### src/include/ext_area_pkg.sv
package ext_area_pkg;
    // register byte offsets
    localparam logic [11:0] OFS_WIDTH  = 12'h000;
    localparam logic [11:0] OFS_ACCESS = 12'h004;
    localparam logic [11:0] OFS_WAIT_U = 12'h008;
    localparam logic [11:0] OFS_WAIT_L = 12'h00C;
    localparam logic [11:0] OFS_CSEXT  = 12'h010;
    localparam logic [11:0] OFS_CTRL   = 12'h014;
    localparam logic [11:0] OFS_MODE   = 12'h018;
    localparam logic [11:0] OFS_ENDIAN = 12'h01C;
    localparam logic [11:0] OFS_STATUS = 12'h020;

    // reset values
    localparam logic [15:0] WIDTH_RST_16 = 16'hFEFF;
    localparam logic [15:0] WIDTH_RST_8  = 16'hFFFF;
    localparam logic [7:0]  ACCESS_RST   = 8'hFF;
    localparam logic [23:0] WAIT_RST     = 24'hFFFFFF;
    localparam logic [6:0]  CTRL_RST     = 7'h00;

    // field positions
    localparam int WIDTH_HIGH_POS = 8;  // width_high_bit n at 8+n
    localparam int ACCESS_POS     = 8;  // access_state_bit n at 8+n
    localparam int WAIT_BITS      = 3;
    localparam int CTRL_IDLE_POS  = 0;  // four idle enables, bits 3:0
    localparam int CTRL_RD_EARLY  = 4;
    localparam int CTRL_REL_EN    = 5;
    localparam int CTRL_WBUF_EN   = 6;
    localparam int MODE_BCTL_POS  = 0;  // byte-control sram, bits 7:0
    localparam int MODE_MUX_POS   = 8;  // multiplexed i/o, bits 15:8
    localparam int MODE_BURST_POS = 16; // burst enable, bits 17:16
    localparam int MODE_BLEN_POS  = 18; // burst beats, 2 bits per area

    // areas that may use the special interfaces
    localparam logic [7:0] MUX_AREAS   = 8'hF8;
    localparam logic [7:0] BURST_AREAS = 8'h03;

    typedef enum logic [3:0] {
        ST_IDLE, ST_REL, ST_GAP, ST_ADDR, ST_T1, ST_T2,
        ST_WAIT, ST_T3, ST_BURST, ST_EXT
    } bus_state_e;
endpackage

### src/hw/ext_area_ctrl.sv
`timescale 1ns/1ps
// Notes on behaviour
// (RULE1) eight areas, one low chip select each
// (RULE2) width bits: 01 is 16-bit, 11 8-bit
// (RULE3) width register resets to FEFF or FFFF
// (RULE4) software avoids 8-bit on byte-control areas
// (RULE5) access bit 0: two states, no waits
// (RULE6) access bit 1: three states, waits allowed
// (RULE7) access register low byte reads zero
// (RULE8) low wait input stretches the access
// (RULE9) program wait count set per area
// (RULE10) burst rom only areas 0 and 1
// (RULE11) multiplexed i/o only areas 3 to 7
// (RULE12) byte-control sram on any area
// (RULE13) idle cycles in four listed cases
// (RULE14) per-area extension keeps chip select low
// (RULE15) selectable read strobe negation timing
// (RULE16) buffered writes let masters continue early
// (RULE17) arbitrate cpu, dma, dtc, external master
// (RULE18) external cycles paced by bus clock edges
// (RULE19) per-area byte swap for little endian
// (RULE20) three-bit wait field gives 0 to 7
// (RULE21) width strap caught once during reset
module ext_area_ctrl
    import ext_area_pkg::*;
(
    // clock and reset
    input  wire logic        clk_i,
    input  wire logic        resetn_i,
    // apb slave
    input  wire logic        psel_i,
    input  wire logic        penable_i,
    input  wire logic        pwrite_i,
    input  wire logic [11:0] paddr_i,
    input  wire logic [31:0] pwdata_i,
    output logic      [31:0] prdata_o,
    output logic             pready_o,
    output logic             pslverr_o,
    // internal masters: 0 cpu, 1 dma, 2 dtc
    input  wire logic [2:0]  req_i,
    input  wire logic [8:0]  req_area_i,
    input  wire logic [2:0]  req_write_i,
    input  wire logic [47:0] req_wdata_i,
    input  wire logic        dma_single_i,
    output logic      [2:0]  ack_o,
    output logic      [15:0] rdata_o,
    // external pins
    input  wire logic        bus_clk_i,
    input  wire logic        wait_n_i,
    input  wire logic        bus_req_n_i,
    input  wire logic        strap_16bit_i,
    output logic      [7:0]  area_chip_select_n_o,
    output logic             bus_start_n_o,
    output logic             rd_n_o,
    output logic             wr_n_o,
    output logic             read_write_o,
    output logic             addr_latch_o,
    output logic             upper_byte_n_o,
    output logic             lower_byte_n_o,
    output logic             bus_ack_n_o,
    input  wire logic [15:0] data_i,
    output logic      [15:0] data_o,
    output logic             data_oe_o
);

    typedef struct packed {
        logic [15:0] width;
        logic [7:0]  access;
        logic [23:0] waits;
        logic [7:0]  csext;
        logic [6:0]  ctrl;
        logic [7:0]  bctl;
        logic [7:0]  mux;
        logic [7:0]  burst;
        logic [3:0]  blen;
        logic [7:0]  endian;
        logic [31:0] prdata;
        logic [2:0]  lclk;
        logic [1:0]  wsync;
        logic [1:0]  rsync;
        logic [1:0]  strap;
        logic [31:0] dsync;
        bus_state_e  st;
        logic [2:0]  area;
        logic        we;
        logic [1:0]  mst;
        logic        acked;
        logic        sgl;
        logic [15:0] wd;
        logic [2:0]  wcnt;
        logic [1:0]  bcnt;
        logic [15:0] rdata;
        logic [2:0]  ack;
        logic        last_v;
        logic        last_rd;
        logic        last_sgl;
        logic [2:0]  last_area;
    } state_s;

    state_s s;
    state_s next_s;

    logic apb_hit;
    logic be;
    logic wait_act;
    logic is3;
    logic eight;

    // address decode used only by the error logic
    always_comb begin
        case (paddr_i)
            OFS_WIDTH, OFS_ACCESS, OFS_WAIT_U, OFS_WAIT_L, OFS_CSEXT,
            OFS_CTRL, OFS_MODE, OFS_ENDIAN, OFS_STATUS: apb_hit = 1'b1;
            default: apb_hit = 1'b0;
        endcase
    end

    assign be       = s.lclk[1] & ~s.lclk[2];           // [RULE18]
    assign wait_act = ~s.wsync[1];
    assign is3      = s.access[s.area];
    assign eight    = s.width[WIDTH_HIGH_POS + 32'(s.area)];  // [RULE2]

    // wait field as laid out in a register: 3 bits per nibble
    function automatic logic [15:0] wait_word(input logic [11:0] w);
        logic [15:0] r;
        r = 16'h0000;
        for (int i = 0; i < 4; i++) begin
            r[4*i +: 3] = w[3*i +: 3];
        end
        return r;
    endfunction

    function automatic logic [11:0] wait_unpack(input logic [15:0] v);
        logic [11:0] r;
        r = 12'h000;
        for (int i = 0; i < 4; i++) begin
            r[3*i +: 3] = v[4*i +: 3];
        end
        return r;
    endfunction

    // all next-state logic; synchronous reset applied last
    always_comb begin
        logic       take;
        logic       fin;
        logic       done;
        logic [1:0] m;
        logic [2:0] ar;
        logic       rd_in;
        logic [15:0] din;
        logic [15:0] wsel;
        take  = 1'b0;
        fin   = 1'b0;
        done  = 1'b0;
        m     = 2'd0;
        ar    = 3'd0;
        rd_in = 1'b0;
        din   = 16'h0000;
        wsel  = 16'h0000;
        next_s = s;
        next_s.ack   = 3'b000;
        // pins pass two flops before any use
        next_s.lclk  = {s.lclk[1:0], bus_clk_i};
        next_s.wsync = {s.wsync[0], wait_n_i};
        next_s.rsync = {s.rsync[0], ~bus_req_n_i};
        next_s.strap = {s.strap[0], strap_16bit_i};
        next_s.dsync = {s.dsync[15:0], data_i};

        // register reads captured in the setup cycle
        if (psel_i && !penable_i && !pwrite_i) begin
            case (paddr_i)
                OFS_WIDTH:  next_s.prdata = {16'h0000, s.width};
                OFS_ACCESS: next_s.prdata = {16'h0000, s.access, 8'h00}; // [RULE7]
                OFS_WAIT_U: next_s.prdata = {16'h0000, wait_word(s.waits[23:12])};
                OFS_WAIT_L: next_s.prdata = {16'h0000, wait_word(s.waits[11:0])};
                OFS_CSEXT:  next_s.prdata = {24'h000000, s.csext};
                OFS_CTRL:   next_s.prdata = {25'h0000000, s.ctrl};
                OFS_MODE:   next_s.prdata = {10'h000, s.blen, s.burst[1:0],
                                             s.mux, s.bctl};
                OFS_ENDIAN: next_s.prdata = {24'h000000, s.endian};
                OFS_STATUS: next_s.prdata = {26'h0000000, s.last_rd, s.area,
                                             s.st == ST_REL, s.st != ST_IDLE};
                default:    next_s.prdata = 32'h00000000;
            endcase
        end

        // register writes take effect in the access cycle
        if (psel_i && penable_i && pwrite_i) begin
            case (paddr_i)
                OFS_WIDTH:  next_s.width  = pwdata_i[15:0];       // [RULE2]
                OFS_ACCESS: next_s.access = pwdata_i[15:8];       // [RULE7]
                OFS_WAIT_U: next_s.waits[23:12] = wait_unpack(pwdata_i[15:0]);
                OFS_WAIT_L: next_s.waits[11:0]  = wait_unpack(pwdata_i[15:0]);
                OFS_CSEXT:  next_s.csext  = pwdata_i[7:0];
                OFS_CTRL:   next_s.ctrl   = pwdata_i[6:0];
                OFS_MODE: begin
                    next_s.bctl  = pwdata_i[MODE_BCTL_POS +: 8];  // [RULE12]
                    next_s.mux   = pwdata_i[MODE_MUX_POS +: 8] & MUX_AREAS; // [RULE11]
                    next_s.burst = pwdata_i[MODE_BURST_POS +: 8] & BURST_AREAS; // [RULE10]
                    next_s.blen  = pwdata_i[MODE_BLEN_POS +: 4];
                end
                OFS_ENDIAN: next_s.endian = pwdata_i[7:0];
                default: ;
            endcase
        end

        // external access engine, stepped on bus clock rising edges
        if (be) begin
            case (s.st)
                ST_IDLE: begin
                    if (s.rsync[1] && s.ctrl[CTRL_REL_EN]) begin
                        next_s.st = ST_REL;                       // [RULE17]
                    end else if (|req_i) begin
                        take = 1'b1;
                    end
                end
                ST_REL: if (!s.rsync[1]) next_s.st = ST_IDLE;
                ST_GAP: next_s.st = s.mux[s.area] ? ST_ADDR : ST_T1;
                ST_ADDR: next_s.st = ST_T1;
                ST_T1: next_s.st = ST_T2;
                ST_T2: begin
                    if (!is3) begin
                        fin = 1'b1;                               // [RULE5]
                    end else if (s.wcnt != 3'd0 || wait_act) begin
                        next_s.st = ST_WAIT;                      // [RULE6]
                    end else begin
                        next_s.st = ST_T3;
                    end
                end
                ST_WAIT: begin
                    if (s.wcnt != 3'd0) next_s.wcnt = s.wcnt - 3'd1; // [RULE20]
                    if (s.wcnt <= 3'd1 && !wait_act) begin
                        next_s.st = ST_T3;                        // [RULE8]
                    end
                end
                ST_T3: fin = 1'b1;
                ST_BURST: begin
                    rd_in = 1'b1;
                    next_s.bcnt = s.bcnt - 2'd1;
                    if (s.bcnt == 2'd1) done = 1'b1;
                end
                ST_EXT: next_s.st = ST_IDLE;
                default: next_s.st = ST_IDLE;
            endcase
        end

        // accept a request: fixed priority cpu, dma, dtc
        if (take) begin
            m  = req_i[0] ? 2'd0 : (req_i[1] ? 2'd1 : 2'd2);  // [RULE17]
            ar = req_area_i[3*m +: 3];
            wsel = req_wdata_i[16*m +: 16];
            next_s.mst  = m;
            next_s.area = ar;
            next_s.we   = req_write_i[m];
            next_s.sgl  = (m == 2'd1) && dma_single_i;
            next_s.wd   = (s.endian[ar] && !s.width[WIDTH_HIGH_POS + 32'(ar)])
                          ? {wsel[7:0], wsel[15:8]} : wsel;     // [RULE19]
            next_s.wcnt = s.access[ar] ? s.waits[WAIT_BITS*ar +: 3]
                                       : 3'd0;                 // [RULE9]
            next_s.acked = req_write_i[m] && s.ctrl[CTRL_WBUF_EN];
            if (req_write_i[m] && s.ctrl[CTRL_WBUF_EN]) begin
                next_s.ack[m] = 1'b1;                            // [RULE16]
            end
            // idle insertion cases
            if (s.last_v &&
                ((s.ctrl[0] && s.last_rd && !req_write_i[m] &&
                  s.last_area != ar) ||
                 (s.ctrl[1] && s.last_rd && req_write_i[m]) ||
                 (s.ctrl[2] && !s.last_rd && !req_write_i[m]) ||
                 (s.ctrl[3] && s.last_sgl))) begin
                next_s.st = ST_GAP;                              // [RULE13]
            end else begin
                next_s.st = s.mux[ar] ? ST_ADDR : ST_T1;         // [RULE11]
            end
            next_s.last_v    = 1'b1;
            next_s.last_rd   = !req_write_i[m];
            next_s.last_sgl  = (m == 2'd1) && dma_single_i;
            next_s.last_area = ar;
        end

        // end of the basic cycle, maybe followed by burst beats
        if (fin) begin
            rd_in = !s.we;
            if (!s.we && s.burst[s.area] && s.blen[2*s.area[0] +: 2] != 2'd0) begin
                next_s.bcnt = s.blen[2*s.area[0] +: 2];          // [RULE10]
                next_s.st   = ST_BURST;
            end else begin
                done = 1'b1;
            end
        end

        // read data: byte lane and endian handling
        if (rd_in) begin
            din = s.dsync[31:16];
            if (eight) begin
                next_s.rdata = {8'h00, din[7:0]};
            end else if (s.endian[s.area]) begin
                next_s.rdata = {din[7:0], din[15:8]};            // [RULE19]
            end else begin
                next_s.rdata = din;
            end
        end

        if (done) begin
            next_s.st = s.csext[s.area] ? ST_EXT : ST_IDLE;      // [RULE14]
            if (!s.acked) next_s.ack[s.mst] = 1'b1;
        end

        // synchronous reset; bus clock and strap syncs keep running, wait sync set to 11, other syncs cleared, strap caught here
        if (!resetn_i) begin
            next_s = '0;
            next_s.lclk   = {s.lclk[1:0], bus_clk_i};
            next_s.strap  = {s.strap[0], strap_16bit_i}; // [RULE21]
            next_s.wsync  = 2'b11;
            next_s.width  = s.strap[1] ? WIDTH_RST_16 : WIDTH_RST_8; // [RULE3]
            next_s.access = ACCESS_RST;                              // [RULE6]
            next_s.waits  = WAIT_RST;
            next_s.ctrl   = CTRL_RST;
        end
    end

    // single state register
    always_ff @(posedge clk_i) begin
        s <= next_s;
    end

    // apb answers in its first access cycle
    assign prdata_o  = s.prdata;
    assign pready_o  = 1'b1;
    assign pslverr_o = psel_i & penable_i & ~apb_hit;
    assign ack_o     = s.ack;
    assign rdata_o   = s.rdata;

    // pin decode from the engine state
    logic act;
    logic strb;
    assign act  = s.st inside {ST_ADDR, ST_T1, ST_T2, ST_WAIT, ST_T3,
                               ST_BURST, ST_EXT};
    assign strb = s.st inside {ST_T1, ST_T2, ST_WAIT, ST_T3, ST_BURST};
    assign area_chip_select_n_o = act ? ~(8'h01 << s.area) : 8'hFF; // [RULE1]
    assign bus_start_n_o  = ~(s.st == ST_T1);
    // early negation trades read hold time for bus turnaround
    assign rd_n_o = ~(!s.we && strb &&
                      !(s.ctrl[CTRL_RD_EARLY] && s.st == ST_T3)); // [RULE15]
    assign wr_n_o = ~(s.we && s.st inside {ST_T2, ST_WAIT, ST_T3});
    assign read_write_o   = act ? !s.we : 1'b1;
    assign addr_latch_o   = s.st == ST_ADDR;
    // relies on software never pairing byte control with 8-bit width
    assign lower_byte_n_o = ~(act && s.bctl[s.area]);          // [RULE4]
    assign upper_byte_n_o = ~(act && s.bctl[s.area] && !eight); // [RULE12]
    assign bus_ack_n_o    = ~(s.st == ST_REL);
    assign data_o  = (s.st == ST_ADDR) ? {13'h0000, s.area} : s.wd;
    assign data_oe_o = (s.st == ST_ADDR) ||
                       (s.we && s.st inside {ST_T1, ST_T2, ST_WAIT, ST_T3});
endmodule

### config.mk
export PLATFORM = sky130hd
export DESIGN_NAME = ext_area_ctrl
export DESIGN_NICKNAME = d
export VERILOG_FILES = /design/src/include/ext_area_pkg.sv /design/src/hw/ext_area_ctrl.sv
export SDC_FILE = /design/constraint.sdc
export NUM_CORES = 1
export LEC_CHECK = 0
export ABC_AREA = 1
export BUFFER_PORTS_ARGS = -buffer_cell sky130_fd_sc_hd__buf_2
export CAP_MARGIN = 20
export CELL_PAD_IN_SITES_DETAIL_PLACEMENT = 0
export CELL_PAD_IN_SITES_GLOBAL_PLACEMENT = 1
export CORE_MARGIN = 8
export CORE_UTILIZATION = 39
export DETAILED_ROUTE_END_ITERATION = 7
export GPL_TIMING_DRIVEN = 0
export PLACE_DENSITY_LB_ADDON = 0.12
export SLEW_MARGIN = 20
export SYNTH_ARGS = -nofsm -noshare
export SYNTH_HDL_FRONTEND = slang
export SYNTH_SLANG_ARGS = --single-unit
### constraint.sdc
create_clock -name clk_i -period 3.7 [get_ports clk_i]
set_clock_uncertainty 0.2 [all_clocks]
set_input_delay 0.37 -clock clk_i [delete_from_list [all_inputs] [get_ports clk_i]]
set_output_delay 0.37 -clock clk_i [all_outputs]
set_load 0.02 [all_outputs]
==> results.md, run 1 <==
- Ports: 219
- Final worst path period share: 0.8476
- Final slew viol count: 0
- Root Driver: clkbuf_16
- Syn. warnings: 0
- Slowest-stage cell, CP: dfxtp_1
- Worst-skew pair later-pin latency: 0.53 ns
- Yosys reg bits: 207
- Drt pass-1 iters: 5
- DRT antenna net count: 0
- Layout cell share with drive strength beyond 1: 0.1923
- Element type at the critical path end: output pin
- Number of I/O port buffers: 197
- Via count: 10,830
- Critical path origin: s[55]$_SDFF_PN0_
- Area delta synth->final: 25.20%
- Post-synth cell types: 51
- Synth area leader: dfxtp_1
- Final GP Congestion: 0.9049
- Total gr overflow: 0
- Total track usage: 0.2287
- Vert. Die Dim: 180.7 um
- Wire length per cell: 17.81 um
- Ant diodes: 0
- Worst-margin pin slew: 0.8801 ns
- Initial DRC Count: 861
- Critical path class: register to output pin
- Clock Sinks: 207
- CP arrival: 2.57 ns
- Post-synth ARST share: 0
- # DRC: 0
- Count leader, synth: nand2_1
- P_leak: 6.447 nW
- Avg Vias per Cell: 4.999
- First-pass GRT wire length: 59,650 um
- CTS H-tree depth: 1
- # rows: 60
- HPWL Detailed: 29,930 um
- Die ar.: 0.03265 mm2
- Hold_buf cts: 38
- Hold Fails Final Rpt: 0
- Cell area after synthesis: 0.01058 mm2
- Max Fanout on Critical Path: 7
- Cells along the critical path: nand2_1 -> inv_1 -> o21ai_0 -> o21ai_0 -> inv_1 -> nor2_1 -> a22oi_1 -> nand2b_1 -> buf_2
- Placed insts: 2,084
- Post-CTS setup buffers: 0
- CTS tree: yes
- Critical Path Start Type: register
- R2R setup slack: 1.17 ns
- RSZ-0062 raised after global routing: false
- Post-synth EDFFs: 16
- Fin nets: 1,944
- Pwr dens: 424.7 mW/mm2
- Largest cells by area after synthesis: dfxtp_1 (36%), nand2_1 (14%), inv_1 (6.8%)
- Seq/Total Area, Yosys: 0.4069
- WP data required: 3.13 ns
- Hold Path Origin: pwrite_i
- Routed wire length: 38,570 um
- Reg2reg start: s[1]$_SDFFE_PN0P_
- Fin cells: 2,166
- Starting density of the core: 0.3947
- Top cells by count, synth: nand2_1 (393), inv_1 (192), dfxtp_1 (191)
- Largest vdd supply drop: 291.5 uV
- Max-cap violations: 0
- Setup violations, final: 0
- TritonCTS Buffers: 24
- Core Region: 0.02680 mm2
- Synth top area share: 0.3614
- Critical path's largest stage delay: 0.49 ns
- Fmax: 318.8 MHz
- Avg Inst Size Synth: 6.887 um2
- Final Core Density: 0.4942
- Antenna violations before repair: 1
- Gate Count Post-Synth: 1,536
- Relative slew slack: 0.4133
- Clock slew seen by the registers of the worst setup and hold paths: 0.06 ns
- Clock buffer depth: 3
- Pin count of the biggest net entering global routing: 14
- Post-CTS resize count: 0
- Die W: 180.7 um
- Final Critical Period: 3.136 ns
- Hold Crit Class: input port to register
- Status: finished clean
- Top FF cell, synth: dfxtp_1
- Vias in the first global route: 10,570
placed cells by master (no fill, tap or decap), drive strengths merged, types with 14 or more instances in the layout:
cell and instances:
a211oi 14, a21oi 122, buf 281, clkbuf 72, dfxtp 191, dlygate4sd3 38, edfxtp 16, inv 199
nand2 398, nand3 130, nor2 130, o21ai 110, o22ai 29
path summary, 6_finish.rpt:
kind	to	cells past startpoint
worst max-delay path	upper_byte_n_o	9
worst min-delay path	prdata_o[16]$_SDFFE_PN0P_	4
worst max register to register	rdata_o[0]$_SDFFE_PN0P_	12
worst min register to register	s[97]$_DFF_P_	0
area by class of cell:
class	instances	area (um2)
Fill cell	2768	13560
Timing Repair Buffer	236	1378
Inverter	200	755.7
Clock inverter	10	155.1
Clock buffer	34	669.4
Multi-Input combinational cell	1017	4816
Buffer	121	740.7
Tap cell	341	426.7
Sequential cell	207	4304
where the power goes:
part	leakage [nW]	internal, W	switching [W]
Sequential	1.71	0.00232	0.0000354
Clock	0.397	0.00154	0.000975
Combinational	4.34	0.000257	0.000496
through the flow:
stage / setup TNS [ns] / total power [W] / setup slack (ns) / hold slack [ns] / cell area (um2)
after CTS: 0 / 0.005648 / 0.5429 / 0.006758 / 13250
after global routing: 0 / 0.005827 / 0.3437 / 0.01985 / 13250
after global placement: -15.18 / 0.003118 / -0.9507 / 0.1180 / 12030
after floorplan: 0 / 0.002836 / 0.8749 / 0.1096 / 10610
final: 0 / 0.005625 / 0.5637 / 0.01587 / 13250
after detailed placement: 0 / 0.003121 / 0.3416 / 0.1168 / 12040
sequential cells by signal, summed over array words and instances, names as in the netlist:
name / flops
ack_o: 3
prdata_o: 22
rdata_o: 16
s: 166
worst max-delay path: cells and delay by family (launching register included):
family | cells | cell delay [ns]
compound gates | 3 | 0.50
buf+inv | 3 | 0.37
flops | 1 | 0.49
simple gates | 3 | 0.70
layer usage:
metal	track usage	wire length, um	vias up
met4	0.07507	1066	0
met3	0.05256	3219	61
li1	-	-	5439
met1	0.3113	17750	4923
met5	0	0	-
met2	0.3522	16540	405
cells by family (layout without fill, tap and decap cells):
kind of cell	Yosys count	after routing	synth area share
XOR/XNOR	1	1	0.0008281
AND/OR/NAND/NOR	690	690	0.2776
flip-flops	207	207	0.4069
adder cells (fa/ha/maj)	4	4	0.004731
other	2	11	0.0007099
buffers and inverters	321	601	0.1415
AO/OA/AOI/OAI	311	311	0.1678
Power figures use the tool's default switching activity.
==> run 2, diff against run 1 <==
==> constraint.sdc (replaced) <==
create_clock -name clk_i -period 2.9 [get_ports clk_i]
set_clock_uncertainty 0.2 [all_clocks]
set_input_delay 0.29 -clock clk_i [delete_from_list [all_inputs] [get_ports clk_i]]
set_output_delay 0.29 -clock clk_i [all_outputs]
set_load 0.02 [all_outputs]
==> run 2 against run 1 <==
  * Setup slack worse by 0.45 ns
  * Final cell count is 0.46% higher
  * Non-clock buffer count grew 10
  * Total power grew 28%
  * Sequential power increased by 28%
  * First-iteration DRC count up 6.9%
  * Routed wire length is 0.37% higher
  * Die area is the same
  * Count of clock-buffer cells in the layout is the same
  * Final area is 1.0% higher
  * Worst hold slack worse by 0.0010 ns
  * Largest cell class unchanged
  * Highest routed layer unchanged
==> results.md, run 2 (synthesis results as in run 1) <==
- Area delta synth->final: 26.47%
- Final Critical Period: 2.790 ns
- Worst-skew pair later-pin latency: 0.53 ns (about the same)
- Clock Sinks: 207 (unchanged)
- TNS Setup: 0 ns (unchanged)
- Drt pass-1 iters: 6 (+1)
- Antenna violations before repair: 0 (-1)
- Most frequent cells in the layout: nand2_1 (393), buf_2 (210), dfxtp_1 (191), inv_1 (190)
- Ports: 219 (unchanged)
- RSZ-0062 raised after global routing: false
- Multi-input logic area: 0.004850 mm2 (+0.70%)
- Die ar.: 0.03265 mm2 (unchanged)
- P_leak: 6.490 nW (+0.67%)
- Total track usage: 0.2295 (+0.0008099)
- CP arrival: 2.30 ns (-0.27 ns)
- Hold Fails Final Rpt: 0 (unchanged)
- # DRC: 0 (unchanged)
- First-pass GRT wire length: 59,890 um (+0.41%)
- Pwr dens: 538.5 mW/mm2 (+27%)
- Pin count of the biggest net entering global routing: 14 (unchanged)
- Relative slew slack: 0.4110 (-0.002336)
- Worst-margin pin slew: 0.8836 ns (+0.003503 ns)
- Max Fanout on Critical Path: 8 (+1)
- Vias in the first global route: 10,630 (+0.54%)
- Fmax: 358.4 MHz
- Commonest non-fill, non-tap cell in the layout: nand2_1
- Max-cap violations: 0 (unchanged)
- TritonCTS Buffers: 24 (unchanged)
- Layout cell share with drive strength beyond 1: 0.1962 (+0.003857)
- DRT antenna net count: 0 (unchanged)
- Via count: 10,910 (+0.74%)
- # rows: 60 (unchanged)
- Critical path class: register to output pin
- Fin nets: 1,954 (+0.51%)
- Placed insts: 2,084 (unchanged)
- Cells along the critical path: buf_6 -> inv_6 -> nand2_4 -> clkinvlp_4 -> a221oi_2 -> a22oi_2 -> nand2b_1 -> buf_2
- Clock buffer depth: 3 (unchanged)
- Number of I/O port buffers: 197 (unchanged)
- Worst hold stages: 7 (+3)
- WP data required: 2.41 ns (-0.72 ns)
- Final slew viol count: 0 (unchanged)
- Element type at the critical path end: output pin
- Initial DRC Count: 920 (+6.9%)
- Status: finished clean
- Setup violations, final: 0 (unchanged)
- Largest vdd supply drop: 370.3 uV (+27%)
- Slowest-stage cell, CP: a221oi_2
- Root Driver: clkbuf_16
- Ant diodes: 0 (unchanged)
- Final worst path period share: 0.9621
- Most flops, register: s
- HPWL Detailed: 29,930 um (unchanged)
- Total gr overflow: 0 (unchanged)
- Vert. Die Dim: 180.7 um (unchanged)
- Hold Crit Class: input port to register
- Max reg flops: 166 (unchanged)
- Critical path's largest stage delay: 0.38 ns (-0.11 ns)
- Clock slew seen by the registers of the worst setup and hold paths: 0.06 ns (about the same)
- Register area: 0.004304 mm2 (unchanged)
- Fin cells: 2,176 (+0.46%)
- Final GP Congestion: 0.9049 (unchanged)
- CTS H-tree depth: 1 (unchanged)
- Avg Vias per Cell: 5.013 (+0.28%)
- CTS tree: yes
- Starting density of the core: 0.3947 (unchanged)
- Core Region: 0.02680 mm2 (unchanged)
- Routed wire length: 38,720 um (+0.37%)
- R2r worst-path depth: 9 (-3)
- Critical Path Start Type: register
- Fillers: 2,758 (-0.36%)
- Die W: 180.7 um (unchanged)
- Wire length per cell: 17.79 um (about the same)
- Pwr Total: 0.007205 W (+28%)
==> run 2: cell count changes in the layout (fill, tap and decap cells not counted), moves of 2 or more <==
cell / before / now
nor2_1: 124 / 122
nor2_4: 1 / 3
dlygate4sd3_1: 38 / 45
buf_4: 58 / 60
inv_1: 192 / 190
==> run 2: worst paths after layout <==
path	slack, ns	end	startpoint
worst max-delay path	0.11	upper_byte_n_o	s[1]$_SDFFE_PN0P_
worst max register to register	0.38	s[39]$_SDFFE_PN0P_	s[55]$_SDFF_PN0_
worst min register to register	0.13	s[97]$_DFF_P_	s[96]$_DFF_P_
worst min-delay path	0.01	s[35]$_SDFFE_PN0P_	req_wdata_i[29]
==> run 2: power breakdown <==
group | leakage, nW | total [W] | switching [W] | internal [W]
Clock | 0.397 | 0.00321 | 0.00125 | 0.00196
Sequential | 1.71 | 0.00301 | 0.0000451 | 0.00296
Combinational | 4.38 | 0.000987 | 0.000640 | 0.000347
Total | 6.49 | 0.00721 | 0.00193 | 0.00527
==> run 2: final cells by class <==
| type | count | share of cell area |
|---|---|---|
| Tap cell | 341 | 0.03189 |
| Clock inverter | 10 | 0.01160 |
| Sequential cell | 207 | 0.3217 |
| Clock buffer | 34 | 0.05003 |
| Timing Repair Buffer | 246 | 0.1099 |
| Inverter | 200 | 0.05677 |
| Buffer | 121 | 0.05564 |
| Multi-Input combinational cell | 1017 | 0.3625 |
==> run 2: critical path: cells and delay by family, from the launching register on <==
kind	cells	cell delay, ns
buffers and inverters	4	0.61
AO/OA/AOI/OAI	2	0.51
flip-flops	1	0.33
AND/OR/NAND/NOR	2	0.33
==> run 2: what timing repair did <==
| item | in CTS | in global routing |
|---|---|---|
| resized for setup | 4 | 7 |
| pin swaps | 1 | 1 |
| hold endpoints to repair | 74 | 0 |
| hold buffers | 45 | 0 |
| setup buffers | 1 | 2 |
| setup endpoints to repair | 2 | 10 |
==> run 2: routing by layer <==
metal / share of wire / global-route usage / up-vias
li1: - / - / 5468
met1: 0.45 / 0.3138 / 4928
met2: 0.43 / 0.3522 / 443
met3: 0.090 / 0.05095 / 69
met4: 0.029 / 0.07738 / 0
met5: 0 / 0 / -
==> run 2: through the flow <==
step	setup slack, ns	util	hold WS (ns)	cell area [um2]
final	0.1099	0.4992	0.01486	13380
after global routing	0.02126	0.4992	0.03713	13380
after CTS	0.006493	0.4977	0.0008151	13340
after detailed placement	-0.3784	0.4493	0.1168	12040
after global placement	-1.671	0.4487	0.1180	12030
after floorplan	0.1549	-	0.1096	10610
==> run 3, diff against run 2 <==
--- a/config.mk
+++ b/config.mk
@@ -14,7 +14,9 @@
 export CORE_UTILIZATION = 39
 export DETAILED_ROUTE_END_ITERATION = 7
 export GPL_TIMING_DRIVEN = 0
+export MAX_ROUTING_LAYER = met4
 export PLACE_DENSITY_LB_ADDON = 0.12
+export SETUP_SLACK_MARGIN = 0.4
 export SLEW_MARGIN = 20
 export SYNTH_ARGS = -nofsm -noshare
 export SYNTH_HDL_FRONTEND = slang
==> run 3 against run 2 <==
  * Setup slack better by 0.10 ns
  * Count of clock-buffer cells in the layout did not move
  * Register-to-register slack improved by 0.08 ns
  * Routed wire length grew 1.9%
  * Core utilization rose by 1.2 points
  * Sequential cell count is the same
  * Critical endpoint unchanged
  * Largest cell class unchanged
==> results.md, run 3 (synthesis results as in run 1) <==
- Total gr overflow: 0 (unchanged)
- Most frequent cells in the layout: nand2_1 (386), buf_2 (208), inv_1 (188), dfxtp_1 (188)
- Core Region: 0.02680 mm2 (unchanged)
- Final worst path period share: 0.9262 (-0.03584)
- Max reg flops: 166 (unchanged)
- Worst Hold End: s[45]$_SDFFE_PN0P_
- Final slew viol count: 0 (unchanged)
- Clock slew seen by the registers of the worst setup and hold paths: 0.06 ns (about the same)
- Placed insts: 2,084 (unchanged)
- Clock buffer depth: 3 (unchanged)
- Fmax: 372.3 MHz (+3.9%)
- Hold Path Origin: req_wdata_i[23]
- Vert. Die Dim: 180.7 um (unchanged)
- CP arrival: 2.20 ns (-0.10 ns)
- First-pass GRT wire length: 60,490 um (+0.99%)
- Antenna violations before repair: 1 (+1)
- Worst-skew pair later-pin latency: 0.55 ns (+0.02 ns)
- Critical path's largest stage delay: 0.32 ns (-0.06 ns)
- Relative slew slack: 0.3192 (-0.09180)
- CTS tree: yes
- Die ar.: 0.03265 mm2 (unchanged)
- TNS Setup: 0 ns (unchanged)
- CTS H-tree depth: 1 (unchanged)
- P_leak: 6.680 nW (+2.9%)
- Cells along the critical path: buf_6 -> inv_8 -> nand2_8 -> clkinvlp_4 -> nand2_1 -> nand3_1 -> o22ai_4 -> buf_6 -> nand2b_1 -> buf_2
- Dpl cell area: 0.01204 mm2 (unchanged)
- Hold Crit Class: input port to register
- Final Core Density: 0.5114 (+0.01219)
- WP data required: 2.41 ns (about the same)
- R2r worst-path depth: 14 (+5)
- Setup violations, final: 0 (unchanged)
- Reg2reg end: s[57]$_SDFF_PN0_
- Avg Vias per Cell: 5.046 (+0.65%)
- Post-route cell area: 0.01371 mm2 (+2.4%)
- Critical Path Start Type: register
- TritonCTS Buffers: 25 (+4.2%)
- Initial DRC Count: 852 (-7.4%)
- Status: finished clean
- Reg2reg start: s[1]$_SDFFE_PN0P_
- Element type at the critical path end: output pin
- Wire length per cell: 17.96 um (+0.95%)
- # DRC: 0 (unchanged)
- RSZ-0062 raised after global routing: true
- Register area: 0.004308 mm2 (about the same)
- R2R setup slack: 0.46 ns (+0.08 ns)
- Pwr dens: 527.8 mW/mm2 (-2.0%)
- Pin count of the biggest net entering global routing: 14 (unchanged)
- Worst hold stages: 7 (unchanged)
- Hold Fails Final Rpt: 0 (unchanged)
- Final Critical Period: 2.686 ns (-0.1039 ns)
- Clock Sinks: 207 (unchanged)
- Layout cell share with drive strength beyond 1: 0.2205 (+0.02430)
- Die W: 180.7 um (unchanged)
- Total track usage: 0.2399 (+0.01031)
- Most flops, register: s
- Number of I/O port buffers: 197 (unchanged)
- Fillers: 2,758 (unchanged)
- Fin nets: 1,974 (+1.0%)
- Multi-input logic area: 0.004956 mm2 (+2.2%)
- DRT antenna net count: 0 (unchanged)
- HPWL Detailed: 30,170 um (+0.81%)
- CP bufs+invs: 5 (+1)
- Area delta synth->final: 29.56%
- Fin cells: 2,197 (+0.97%)
- Ports: 219 (unchanged)
- Root Driver: clkbuf_16
- Via count: 11,090 (+1.6%)
- Largest vdd supply drop: 432.4 uV (+17%)
- Max-cap violations: 0 (unchanged)
- Final GP Congestion: 0.9378 (+3.6%)
- Commonest non-fill, non-tap cell in the layout: nand2_1
- Critical path class: register to output pin
- Routed wire length: 39,460 um (+1.9%)
- Max Fanout on Critical Path: 7 (-1)
- Drt pass-1 iters: 6 (unchanged)
- Starting density of the core: 0.3947 (unchanged)
- Worst-margin pin slew: 1.021 ns (+0.1377 ns)
- Vias in the first global route: 10,680 (+0.44%)
- # rows: 60 (unchanged)
- Crit-path most repeated cell: buf_6
- Critical path's top delay family: buffers and inverters
- Slowest-stage cell, CP: dfxtp_2
- Hold slack: 0.01047 ns (-0.004393 ns)
## run 3: changes by cell type in the layout (fill, tap and decap cells not counted), moves of 5 or more
cell / before / now
buf_4: 60 / 74
clkbuf_1: 46 / 35
nand2_1: 393 / 386
clkbuf_8: 1 / 6
nand2_2: 2 / 7
## run 3: final cells by class
cell class / count / share of cell area
clock inverters: 11 / 0.006756
clock buffers: 34 / 0.05404
plain buffers: 121 / 0.05560
flip-flops and latches: 207 / 0.3143
diodes: 1 / 0.0001826
well taps: 341 / 0.03113
repair buffers: 265 / 0.1208
multi-input cells: 1017 / 0.3616
inverters: 200 / 0.05560
## run 3: what timing repair did
item,in CTS,in global routing
endpoints found under the hold margin,89,0
pin swaps,4,9
setup endpoints to repair,37,61
hold buffers,48,0
cloned,0,0
resized for setup,25,33
buffers inserted,8,11
## run 3: per-layer routing
| layer | vias to the layer above | share of wire | global-route usage | wire (um) |
|---|---|---|---|---|
| met5 | - | 0 | - | 0 |
| met1 | 5051 | 0.46 | 0.3187 | 17960 |
| li1 | 5509 | - | - | - |
| met4 | 0 | 0.025 | 0.07374 | 968 |
| met2 | 460 | 0.44 | 0.3635 | 17170 |
| met3 | 65 | 0.085 | 0.04714 | 3361 |
## run 3: worst register-to-register path, cell delays in order, from the launching register on
cell and delay, ns:
dfxtp_2 0.32, buf_6 0.13, buf_4 0.14, buf_12 0.12
nor2_4 0.18, buf_6 0.13, a21oi_2 0.05, nand3_2 0.13
nand2_2 0.09, o21ai_4 0.24, inv_2 0.06, nand2_1 0.09
nand2_2 0.12, o211ai_1 0.20, nand2_1 0.09
## run 3: worst max path at each step
stage                           start                   end  cells past startpoint
detailed placement           resetn_i  s[223]$_SDFFCE_PN1P_                      6
CTS                 s[1]$_SDFFE_PN0P_        upper_byte_n_o                     10
global placement            penable_i  s[223]$_SDFFCE_PN1P_                      6
floorplan                   penable_i  s[214]$_SDFFCE_PN1P_                      5
finish              s[1]$_SDFFE_PN0P_        upper_byte_n_o                     10
global route        s[1]$_SDFFE_PN0P_        upper_byte_n_o                     10
## run 3: through the flow
step	worst slack (ns)	total power, W
3_3_place_gp	-0.8582	0.003980
5_1_grt	0.1514	0.007490
4_1_cts	0.2060	0.007233
3_5_place_dp	-0.3618	0.003984
2_1_floorplan	0.5908	0.003618
6_report	0.2139	0.007234
## run 3: power breakdown
| part | internal [W] | switching, W | total [W] |
|---|---|---|---|
| clock | 0.00188 | 0.00130 | 0.00318 |
| sequential | 0.00296 | 0.0000461 | 0.00301 |
| combinational | 0.000386 | 0.000660 | 0.00105 |
